File: src/common/ftc_pkg.sv
/*
 * Constants, types and register map of the fault-tolerant CAN transceiver
 * control logic.
 * Assumes a 100 MHz hclk and an AHB-Lite master for the register bus.
 */
package ftc_pkg;

  // ************************************************************
  // Timing
  // ************************************************************
  localparam int CLK_PERIOD_NS = 10;
  localparam int DOM_TIMEOUT_NS = 1000000;
  localparam int DOM_TIMEOUT_CYC = DOM_TIMEOUT_NS / CLK_PERIOD_NS;

  // ************************************************************
  // Register map (byte addresses)
  // ************************************************************
  localparam logic [7:0] ADDR_CTRL = 8'h00;
  localparam logic [7:0] ADDR_STATUS = 8'h04;
  localparam logic [7:0] ADDR_IRQ_STAT = 8'h08;
  localparam logic [7:0] ADDR_IRQ_MASK = 8'h0C;

  // CTRL fields
  localparam int CTRL_TX_EN_BIT = 0;
  localparam logic CTRL_TX_EN_RST = 1'b1;

  // STATUS fields
  localparam int ST_STATE_LSB = 0;
  localparam int ST_LINE_LSB = 2;
  localparam int ST_DOM_TO_BIT = 4;
  localparam int ST_FLAG_N_BIT = 5;
  localparam int ST_PWRON_BIT = 6;
  localparam int ST_WAKE_BIT = 7;

  // Interrupt status / mask fields
  localparam int IRQ_W = 3;
  localparam int IRQ_DOM_TO_BIT = 0;
  localparam int IRQ_FAULT_BIT = 1;
  localparam int IRQ_WAKE_BIT = 2;
  localparam logic [IRQ_W-1:0] IRQ_MASK_RST = 3'h0;

  // ************************************************************
  // Types
  // ************************************************************
  // Gray along normal -> power-on standby -> standby -> sleep
  typedef enum logic [1:0] {
    ST_NORMAL = 2'b00,
    ST_PWRON_STBY = 2'b01,
    ST_STANDBY = 2'b11,
    ST_SLEEP = 2'b10
  } ftc_state_t;

  typedef enum logic [1:0] {
    LINE_DIFF = 2'b00,
    LINE_CANH_ONLY = 2'b01,
    LINE_CANL_ONLY = 2'b10
  } ftc_line_t;

  // Pin-side inputs, all asynchronous to hclk
  typedef struct packed {
    logic tx_data_n;
    logic standby_ctl;
    logic mode_ctl;
    logic local_wake_n;
    logic diff_rx_n;
    logic canh_rx_n;
    logic canl_rx_n;
    logic canh_fail;
    logic canl_fail;
  } ftc_pins_t;

  localparam int PINS_W = $bits(ftc_pins_t);
  // Idle levels seen before the first synchronised sample
  // Control pair idles at power-on standby so the flag set by reset survives
  localparam logic [PINS_W-1:0] PINS_IDLE = 9'h1BC;

  // Bus-side outputs
  typedef struct packed {
    logic canh_drive;
    logic canl_drive;
    logic high_line_termination_weak;
    logic low_line_termination_weak;
  } ftc_bus_t;

endpackage : ftc_pkg

File: src/verilog/ftc_sync.sv
/*
 * Two-flop synchroniser for a group of asynchronous levels.
 * Assumes the inputs are slow levels; multi-bit groups are not coherent.
 */
`timescale 1ns/1ps
module ftc_sync #(
  parameter int W = 1,
  parameter logic [W-1:0] RST_VAL = '0
) (
  // Clock and reset
  input wire logic clk,
  input wire logic rst_n,
  // Data
  input wire logic [W-1:0] d,
  output logic [W-1:0] q
);

  logic [W-1:0] meta_r;

  // ************************************************************
  // Stages
  // ************************************************************
  // First stage is read only by the second
  always_ff @(posedge clk or negedge rst_n)
  begin
    if (!rst_n)
    begin
      meta_r <= RST_VAL;
      q <= RST_VAL;
    end
    else
    begin
      meta_r <= d;
      q <= meta_r;
    end
  end

endmodule : ftc_sync

File: src/verilog/ftc_ctrl.sv
/*
 * Digital control of a fault-tolerant low-speed CAN transceiver: transmit
 * gating with dominant time-out, failure-driven line selection, operating
 * state decode, indication and inhibit outputs, AHB-Lite register slave.
 * Assumes analogue comparators deliver receiver and failure levels on pins.
 */
`timescale 1ns/1ps
module ftc_ctrl #(
  parameter int DOM_CYC = ftc_pkg::DOM_TIMEOUT_CYC
) (
  // Clock and reset
  input wire logic hclk,
  input wire logic hresetn,
  // AHB-Lite slave
  input wire logic hsel,
  input wire logic [31:0] haddr,
  input wire logic [1:0] htrans,
  input wire logic hwrite,
  input wire logic [2:0] hsize,
  input wire logic [31:0] hwdata,
  input wire logic hready,
  output logic [31:0] hrdata,
  output logic hreadyout,
  output logic hresp,
  // Pins from controller and analogue front end
  input wire ftc_pkg::ftc_pins_t pins,
  // Bus drivers and terminations
  output ftc_pkg::ftc_bus_t bus,
  // Controller-facing outputs
  output logic rx_data,
  output logic fault_wake_flag_n,
  // Regulator inhibit, three-state
  output logic regulator_inhibit_out,
  output logic regulator_inhibit_oe,
  // Interrupt
  output logic irq
);
  import ftc_pkg::*;

  // ************************************************************
  // Input synchronisation
  // ************************************************************
  logic [PINS_W-1:0] pins_q;
  ftc_pins_t ps;

  ftc_sync #(
    .W(PINS_W),
    .RST_VAL(PINS_IDLE)
  ) u_sync (
    .clk(hclk),
    .rst_n(hresetn),
    .d(pins),
    .q(pins_q)
  );

  assign ps = ftc_pins_t'(pins_q);

  // ************************************************************
  // State registers
  // ************************************************************
  ftc_state_t state_r, state_nxt;
  ftc_line_t line_r, line_nxt;
  logic [31:0] dom_cnt_r, dom_cnt_nxt;
  logic dom_to_r, dom_to_nxt;
  logic wake_prev_r, wake_prev_nxt;
  logic wake_r, wake_nxt;
  logic pwron_r, pwron_nxt;
  logic goto_sleep_r, goto_sleep_nxt;
  logic wake_edge;
  logic ctl_lowpwr;

  // Width cast once so the compare below has no implicit resize
  localparam logic [31:0] DOM_LAST = 32'(DOM_CYC - 1);

  assign wake_edge = ps.local_wake_n ^ wake_prev_r;
  assign ctl_lowpwr = !ps.standby_ctl && !ps.mode_ctl;

  // ************************************************************
  // Operating state and line selection
  // ************************************************************
  always_comb
  begin
    state_nxt = state_r;
    goto_sleep_nxt = goto_sleep_r;
    // Decode the pair of control inputs together
    case ({ps.standby_ctl, ps.mode_ctl})
      2'b11:
      begin
        state_nxt = ST_NORMAL;
        goto_sleep_nxt = 1'b0;
      end
      2'b10:
      begin
        state_nxt = ST_PWRON_STBY;
        goto_sleep_nxt = 1'b0;
      end
      2'b01:
      begin
        // Goto-sleep: regulator still on until the pins go low-low
        state_nxt = ST_STANDBY;
        goto_sleep_nxt = 1'b1;
      end
      default:
      begin
        if (goto_sleep_r && state_r != ST_SLEEP)
        begin
          state_nxt = ST_SLEEP;
        end
        else if (state_r == ST_NORMAL || state_r == ST_PWRON_STBY)
        begin
          state_nxt = ST_STANDBY;
        end
        goto_sleep_nxt = 1'b0;
      end
    endcase
    // A wake-up in sleep brings the regulator back on
    if (state_r == ST_SLEEP && ctl_lowpwr && (wake_r || wake_edge))
    begin
      state_nxt = ST_STANDBY;
    end
  end

  always_comb
  begin
    line_nxt = line_r;
    // Failure logic runs only in normal mode; no software command needed
    if (state_r == ST_NORMAL)
    begin
      if (ps.canl_fail)
      begin
        line_nxt = LINE_CANH_ONLY;
      end
      else if (ps.canh_fail)
      begin
        line_nxt = LINE_CANL_ONLY;
      end
      else
      begin
        line_nxt = LINE_DIFF;
      end
    end
  end

  // ************************************************************
  // Dominant time-out
  // ************************************************************
  always_comb
  begin
    dom_cnt_nxt = dom_cnt_r;
    dom_to_nxt = dom_to_r;
    if (ps.tx_data_n)
    begin
      // Any high level restarts the timer and re-enables transmit
      dom_cnt_nxt = 32'h0000_0000;
      dom_to_nxt = 1'b0;
    end
    else if (!dom_to_r)
    begin
      if (dom_cnt_r >= DOM_LAST)
      begin
        dom_to_nxt = 1'b1;
      end
      else
      begin
        dom_cnt_nxt = dom_cnt_r + 32'h0000_0001;
      end
    end
  end

  // ************************************************************
  // Wake and power-on flags
  // ************************************************************
  always_comb
  begin
    wake_prev_nxt = ps.local_wake_n;
    wake_nxt = wake_r;
    pwron_nxt = pwron_r;
    if (state_r == ST_NORMAL)
    begin
      wake_nxt = 1'b0;
      pwron_nxt = 1'b0;
    end
    // Set only outside normal mode, so an edge in a clearing cycle is dropped
    if (wake_edge && state_r != ST_NORMAL)
    begin
      wake_nxt = 1'b1;
    end
  end

  always_ff @(posedge hclk or negedge hresetn)
  begin
    if (!hresetn)
    begin
      state_r <= ST_PWRON_STBY;
      line_r <= LINE_DIFF;
      dom_cnt_r <= 32'h0000_0000;
      dom_to_r <= 1'b0;
      wake_prev_r <= 1'b1;
      wake_r <= 1'b0;
      pwron_r <= 1'b1;
      goto_sleep_r <= 1'b0;
    end
    else
    begin
      state_r <= state_nxt;
      line_r <= line_nxt;
      dom_cnt_r <= dom_cnt_nxt;
      dom_to_r <= dom_to_nxt;
      wake_prev_r <= wake_prev_nxt;
      wake_r <= wake_nxt;
      pwron_r <= pwron_nxt;
      goto_sleep_r <= goto_sleep_nxt;
    end
  end

  // ************************************************************
  // Register file and AHB-Lite slave
  // ************************************************************
  logic ctrl_tx_en_r, ctrl_tx_en_nxt;
  logic [IRQ_W-1:0] irq_stat_r, irq_stat_nxt;
  logic [IRQ_W-1:0] irq_mask_r, irq_mask_nxt;
  logic wr_pend_r, wr_pend_nxt;
  logic [7:0] addr_r, addr_nxt;
  logic [31:0] hrdata_r, hrdata_nxt;
  logic [IRQ_W-1:0] evt;
  logic [31:0] status_word;
  logic acc;

  assign acc = hsel && htrans[1] && hready;

  assign evt[IRQ_DOM_TO_BIT] = dom_to_nxt && !dom_to_r;
  assign evt[IRQ_FAULT_BIT] = (line_nxt != LINE_DIFF) && (line_r == LINE_DIFF);
  assign evt[IRQ_WAKE_BIT] = wake_nxt && !wake_r;

  always_comb
  begin
    status_word = 32'h0000_0000;
    status_word[ST_STATE_LSB +: 2] = state_r;
    status_word[ST_LINE_LSB +: 2] = line_r;
    status_word[ST_DOM_TO_BIT] = dom_to_r;
    status_word[ST_FLAG_N_BIT] = fault_wake_flag_n;
    status_word[ST_PWRON_BIT] = pwron_r;
    status_word[ST_WAKE_BIT] = wake_r;
  end

  always_comb
  begin
    wr_pend_nxt = acc && hwrite;
    addr_nxt = acc ? haddr[7:0] : addr_r;
    ctrl_tx_en_nxt = ctrl_tx_en_r;
    irq_mask_nxt = irq_mask_r;
    irq_stat_nxt = irq_stat_r;
    hrdata_nxt = hrdata_r;
    if (wr_pend_r)
    begin
      case (addr_r)
        ADDR_CTRL: ctrl_tx_en_nxt = hwdata[CTRL_TX_EN_BIT];
        ADDR_IRQ_STAT: irq_stat_nxt = irq_stat_r & ~hwdata[IRQ_W-1:0];
        ADDR_IRQ_MASK: irq_mask_nxt = hwdata[IRQ_W-1:0];
        default: ;
      endcase
    end
    // Events override a write-one-to-clear in the same cycle
    irq_stat_nxt = irq_stat_nxt | evt;
    if (acc && !hwrite)
    begin
      case (haddr[7:0])
        ADDR_CTRL: hrdata_nxt = {31'h0000_0000, ctrl_tx_en_r};
        ADDR_STATUS: hrdata_nxt = status_word;
        ADDR_IRQ_STAT: hrdata_nxt = {29'h0000_0000, irq_stat_r};
        ADDR_IRQ_MASK: hrdata_nxt = {29'h0000_0000, irq_mask_r};
        default: hrdata_nxt = 32'h0000_0000;
      endcase
    end
  end

  always_ff @(posedge hclk or negedge hresetn)
  begin
    if (!hresetn)
    begin
      wr_pend_r <= 1'b0;
      addr_r <= 8'h00;
      ctrl_tx_en_r <= CTRL_TX_EN_RST;
      irq_stat_r <= '0;
      irq_mask_r <= IRQ_MASK_RST;
      hrdata_r <= 32'h0000_0000;
    end
    else
    begin
      wr_pend_r <= wr_pend_nxt;
      addr_r <= addr_nxt;
      ctrl_tx_en_r <= ctrl_tx_en_nxt;
      irq_stat_r <= irq_stat_nxt;
      irq_mask_r <= irq_mask_nxt;
      hrdata_r <= hrdata_nxt;
    end
  end

  assign hrdata = hrdata_r;
  // Zero-wait slave, always OKAY
  assign hreadyout = 1'b1;
  assign hresp = 1'b0;

  // ************************************************************
  // Output stage
  // ************************************************************
  ftc_bus_t bus_r, bus_nxt;
  logic rx_r, rx_nxt;
  logic flag_n_r, flag_n_nxt;
  logic inh_r, inh_nxt;
  logic inh_oe_r, inh_oe_nxt;
  logic irq_r, irq_nxt;
  logic tx_dom;

  // Transmit only in normal mode, before time-out, when software allows
  assign tx_dom = !ps.tx_data_n && !dom_to_nxt && ctrl_tx_en_r
                  && state_nxt == ST_NORMAL;

  always_comb
  begin
    bus_nxt.canh_drive = tx_dom && line_nxt != LINE_CANL_ONLY;
    bus_nxt.canl_drive = tx_dom && line_nxt != LINE_CANH_ONLY;
    bus_nxt.high_line_termination_weak = line_nxt == LINE_CANL_ONLY;
    bus_nxt.low_line_termination_weak = line_nxt == LINE_CANH_ONLY;
    case (state_nxt)
      ST_NORMAL:
      begin
        case (line_nxt)
          LINE_CANH_ONLY: rx_nxt = ps.canh_rx_n;
          LINE_CANL_ONLY: rx_nxt = ps.canl_rx_n;
          default: rx_nxt = ps.diff_rx_n;
        endcase
        flag_n_nxt = line_nxt == LINE_DIFF;
      end
      ST_PWRON_STBY:
      begin
        rx_nxt = !wake_nxt;
        flag_n_nxt = !pwron_nxt;
      end
      default:
      begin
        rx_nxt = !wake_nxt;
        flag_n_nxt = !wake_nxt;
      end
    endcase
    // Sleep releases the pin; external pull-down turns the regulator off
    inh_oe_nxt = state_nxt != ST_SLEEP;
    inh_nxt = state_nxt != ST_SLEEP;
    irq_nxt = |(irq_stat_nxt & irq_mask_nxt);
  end

  always_ff @(posedge hclk or negedge hresetn)
  begin
    if (!hresetn)
    begin
      bus_r <= '0;
      rx_r <= 1'b1;
      flag_n_r <= 1'b1;
      inh_r <= 1'b1;
      inh_oe_r <= 1'b1;
      irq_r <= 1'b0;
    end
    else
    begin
      bus_r <= bus_nxt;
      rx_r <= rx_nxt;
      flag_n_r <= flag_n_nxt;
      inh_r <= inh_nxt;
      inh_oe_r <= inh_oe_nxt;
      irq_r <= irq_nxt;
    end
  end

  assign bus = bus_r;
  assign rx_data = rx_r;
  assign fault_wake_flag_n = flag_n_r;
  assign regulator_inhibit_out = inh_r;
  assign regulator_inhibit_oe = inh_oe_r;
  assign irq = irq_r;

endmodule : ftc_ctrl

File: config.mk
export PLATFORM = sky130hd
export DESIGN_NAME = ftc_ctrl
export DESIGN_NICKNAME = d
export VERILOG_FILES = /design/src/common/ftc_pkg.sv /design/src/verilog/ftc_sync.sv /design/src/verilog/ftc_ctrl.sv
export SDC_FILE = /design/constraint.sdc
export NUM_CORES = 1
export LEC_CHECK = 0
export ABC_AREA = 1
export BUFFER_PORTS_ARGS = -buffer_cell sky130_fd_sc_hd__buf_2
export CORE_UTILIZATION = 48
export CTS_BUF_LIST = sky130_fd_sc_hd__clkbuf_8
export DETAILED_ROUTE_END_ITERATION = 7
export PLACE_DENSITY = 0.85
export SLEW_MARGIN = 40
export SYNTH_ARGS = -nofsm -noshare
export SYNTH_HDL_FRONTEND = slang
export SYNTH_SLANG_ARGS = --single-unit
File: constraint.sdc
create_clock -name hclk -period 2 [get_ports hclk]
set_clock_uncertainty 0.2 [all_clocks]
set_input_delay 0.6 -clock hclk [delete_from_list [all_inputs] [get_ports hclk]]
set_output_delay 0.6 -clock hclk [all_outputs]
set_load 0.02 [all_outputs]
==> results.md <==
- Status: finished clean
- R2r setup slk: roughly 1.4 ps
- Post-synthesis cell type count: 33
- Placer congestion estimate: ~0.9
- Post-synthesis register bit count: 91
- Fillers: 657
- Post-Syn Instances: 494
- Latest clock arrival within the worst-skew pair: 370 ps
- Largest net degree at the start of global routing: 42
- Final Hold Fails: 0
- Die width: 96.0 um
- Largest area contributor in the netlist: dfrtp_1
- Worst-path fanout max: 3
- Drt first pass iters: 5
- R2R cell count: 8
- Remaining DRCs: 0
- N_diodes: 0
- Boundary Pins: 126
- CTS root buf: clkbuf_8
- Unrepaired setup endpoints after global routing: true
- Antenna Nets Post-Route: 0
- Die ar.: a little over 9000 um^2
- Max_slew headroom: roughly 45%
- Slowest-stage cell, CP: dfstp_2
- Setup TNS: 0 ps
- Crit. End Element: flop
- Avg Inst Size Synth: 8.59 um^2
- Crit path time final: 2000 ps
- Sink Count: 91
- Max cap viols: 0
- Grt ovf: 0
- Slew @ Worst Pin: 829 ps
- First-pass GRT wire length: between 10000 and 15000 um
- Hold_sp: pins[5]
- Startpoint types: flop
- CP arrival: 2080 ps
- Core Box Area: 8380 um^2
- Starting Density: 50.6%
- Final period utilization: between 90% and 100%
- HPWL after DPL: roughly 5500 um
- Hold EP: u_sync.meta_r[5]
- Largest cells by area after synthesis: dfrtp_1 (42%), dfstp_2 (12%), nand2_1 (10%)
- Vias in the first global route: 2995
- Num CTS Buffers: 9
- Area of the multi-input gates: 1660 um^2
- DRT iter0 DRCs: ~230
- Worst-path clk slew: 90 ps
- FF-to-FF Start: state_r[0]
- Post-synthesis sequential area ratio: 54.2%
- H-tree levels: 3
- Via density: slightly above 5
- DR WL/cell: 12.8 um
- Worst flop-to-flop path endpoint: rx_data
- Classification of the worst-slack hold path: in -> reg
- Register area: 2300 um^2
- Hold Path Depth: 1
- Max incr delay on CP: between 500 and 600 ps
- Syn-to-layout area delta: 16.5%
- Pwr dens: 790 nW/um^2
- Mapped cell area: around 4200 um^2
- Clock tree buffer depth: 2
- Pins Over Slew Limit: 0
- Synth Warn #: 0
- Max IR drop VDD: 0.479 mV
- WS Path Type: reg -> reg
- Vias: 3383
- Post-synth top area share: a little over two fifths
- Std-Cell Rows: 33
- Clock tree from TritonCTS: yes
- Die Y: 96.0 um
- Filler-free cell count of the finished design: 667
- Pleak: between 2 and 3 nW
- Antenna violations before repair: 0
- IO Port Bufs: 42
- Post-detailed-routing wire length: 8520 um
- Placed Instances: 641
- CP required: 2080 ps
- Final #Nets: 647
- Total GRT Usage: 17.9%
- Fmax: 500 MHz
- Share of cells above drive strength 1: 22.2%
- CP cell instances: nor2_1 > inv_2 > nor2_2 > a22oi_2 > ha_2 > or2_2 > a21oi_2 > a21oi_1
- # setup viols final: 0
==> state kept, by name, summed over array words and instances, names as in the netlist, 2 cells and up <==
register and cells:
dom_cnt_r 32, addr_r 8, irq_stat_r 3, hrdata 8
u_sync.q 9, line_r 2, bus 4, irq_mask_r 3
u_sync.meta_r 9, state_r 2
==> how the worst max path moves through the flow <==
stage / start / endpoint / cells after the start
after floorplan: state_r[0] / rx_data / 9
after global routing: state_r[0] / rx_data / 11
after detailed placement: state_r[0] / rx_data / 9
after global placement: state_r[0] / rx_data / 9
final: state_r[0] / rx_data / 8
after CTS: state_r[0] / rx_data / 9
==> power by group <==
| group | switching (W) | internal [W] |
|---|---|---|
| registers | 0.0000602 | 0.00197 |
| logic | 0.000325 | 0.000175 |
| clock network | 0.000664 | 0.000711 |
| total | 0.00105 | 0.00286 |
==> layout by cell type, fill, tap and decap left out, types with 5 or more instances in the layout <==
cell type / count
buf_2: 41
buf_4: 20
clkbuf_8: 9
conb_1: 26
dfrtp_1: 72
dfstp_2: 19
ha_1: 6
inv_1: 50
nand2_1: 113
nand3_1: 51
nor2_1: 68
nor2_2: 5
nor3_1: 7
o21ai_0: 20
xor2_1: 10
==> logic make-up (layout without fill, tap and decap cells) <==
group	Yosys count	in the layout	share of synthesized area [%]
AND/OR/NAND/NOR	260	261	26.0
flip-flops	91	91	54.2
buffers and inverters	91	134	10.7
AO/OA/AOI/OAI	29	29	3.72
XOR/XNOR	11	11	2.27
adder cells (fa/ha/maj)	7	7	2.06
multiplexers	3	3	0.767
other	2	26	0.177
==> cell usage after synthesis (all sizes together) <==
cell and count:
ha 7, conb 2, nand3b 1, a22oi 2
mux2i 1, clkbuf 7, or2 1, a21oi 4
nand3 55, nand2 114, o21bai 1, inv 53
a31oi 1, nor3b 2, nor3 7, xnor2 1
nor2 75, mux2 2, dfrtp 72, buf 31
o21ai 21, dfstp 19, nand4 4, nor4 1
xor2 10
==> routing by layer <==
layer  vias to the layer above  global-route usage, %  share of wire, %
met5                         -                      0                 0
met4                         0                   6.09               2.2
met3                        25                   5.21               6.4
met2                       136                   30.2                48
met1                      1600                   21.8                43
li1                       1622                      -                 -
==> final cells by class <==
| cell class | instances | share of cell area, % |
|---|---|---|
| clock buffer | 9 | 2.51 |
| clock inverter | 7 | 2.05 |
| inverter | 53 | 4.02 |
| multi-input combinational | 337 | 33.6 |
| sequential | 91 | 46.5 |
| tap | 105 | 2.66 |
| timing repair buffer | 65 | 8.60 |
==> repair_timing <==
action / 4_1_cts / 5_1_grt
gates cloned: 0 / 1
pin swaps: 0 / 6
buffers inserted: 0 / 8
hold buffers: 1 / 0
endpoints found under the setup margin: 2 / 18
hold endpoints to repair: 18 / 0
gates resized for setup: 2 / 18
==> through the flow <==
stage	cell area (um^2)	utilization (%)	hold slack, ps	setup WS (ps)	power (W)
6_report	4940	59.0	129	1.40	0.00390
5_1_grt	4940	59.0	103	-99.1	0.00406
4_1_cts	4790	57.2	115	3.76	0.00388
3_5_place_dp	4550	54.3	135	26.4	0.00251
3_3_place_gp	4550	54.3	133	22.4	0.00249
2_1_floorplan	4330	-	104	44.0	0.00236
==> worst max-delay path, delay by kind of cell, from the launching register on <==
kind | cells | cell delay (ps)
DFF | 1 | 540
and+or+nand+nor | 3 | 390
AOI/OAI and AO/OA | 3 | 360
adders and majority gates | 1 | 320
buffers and inverters | 1 | 90
Note: power is estimated with default switching activity, not from simulation.
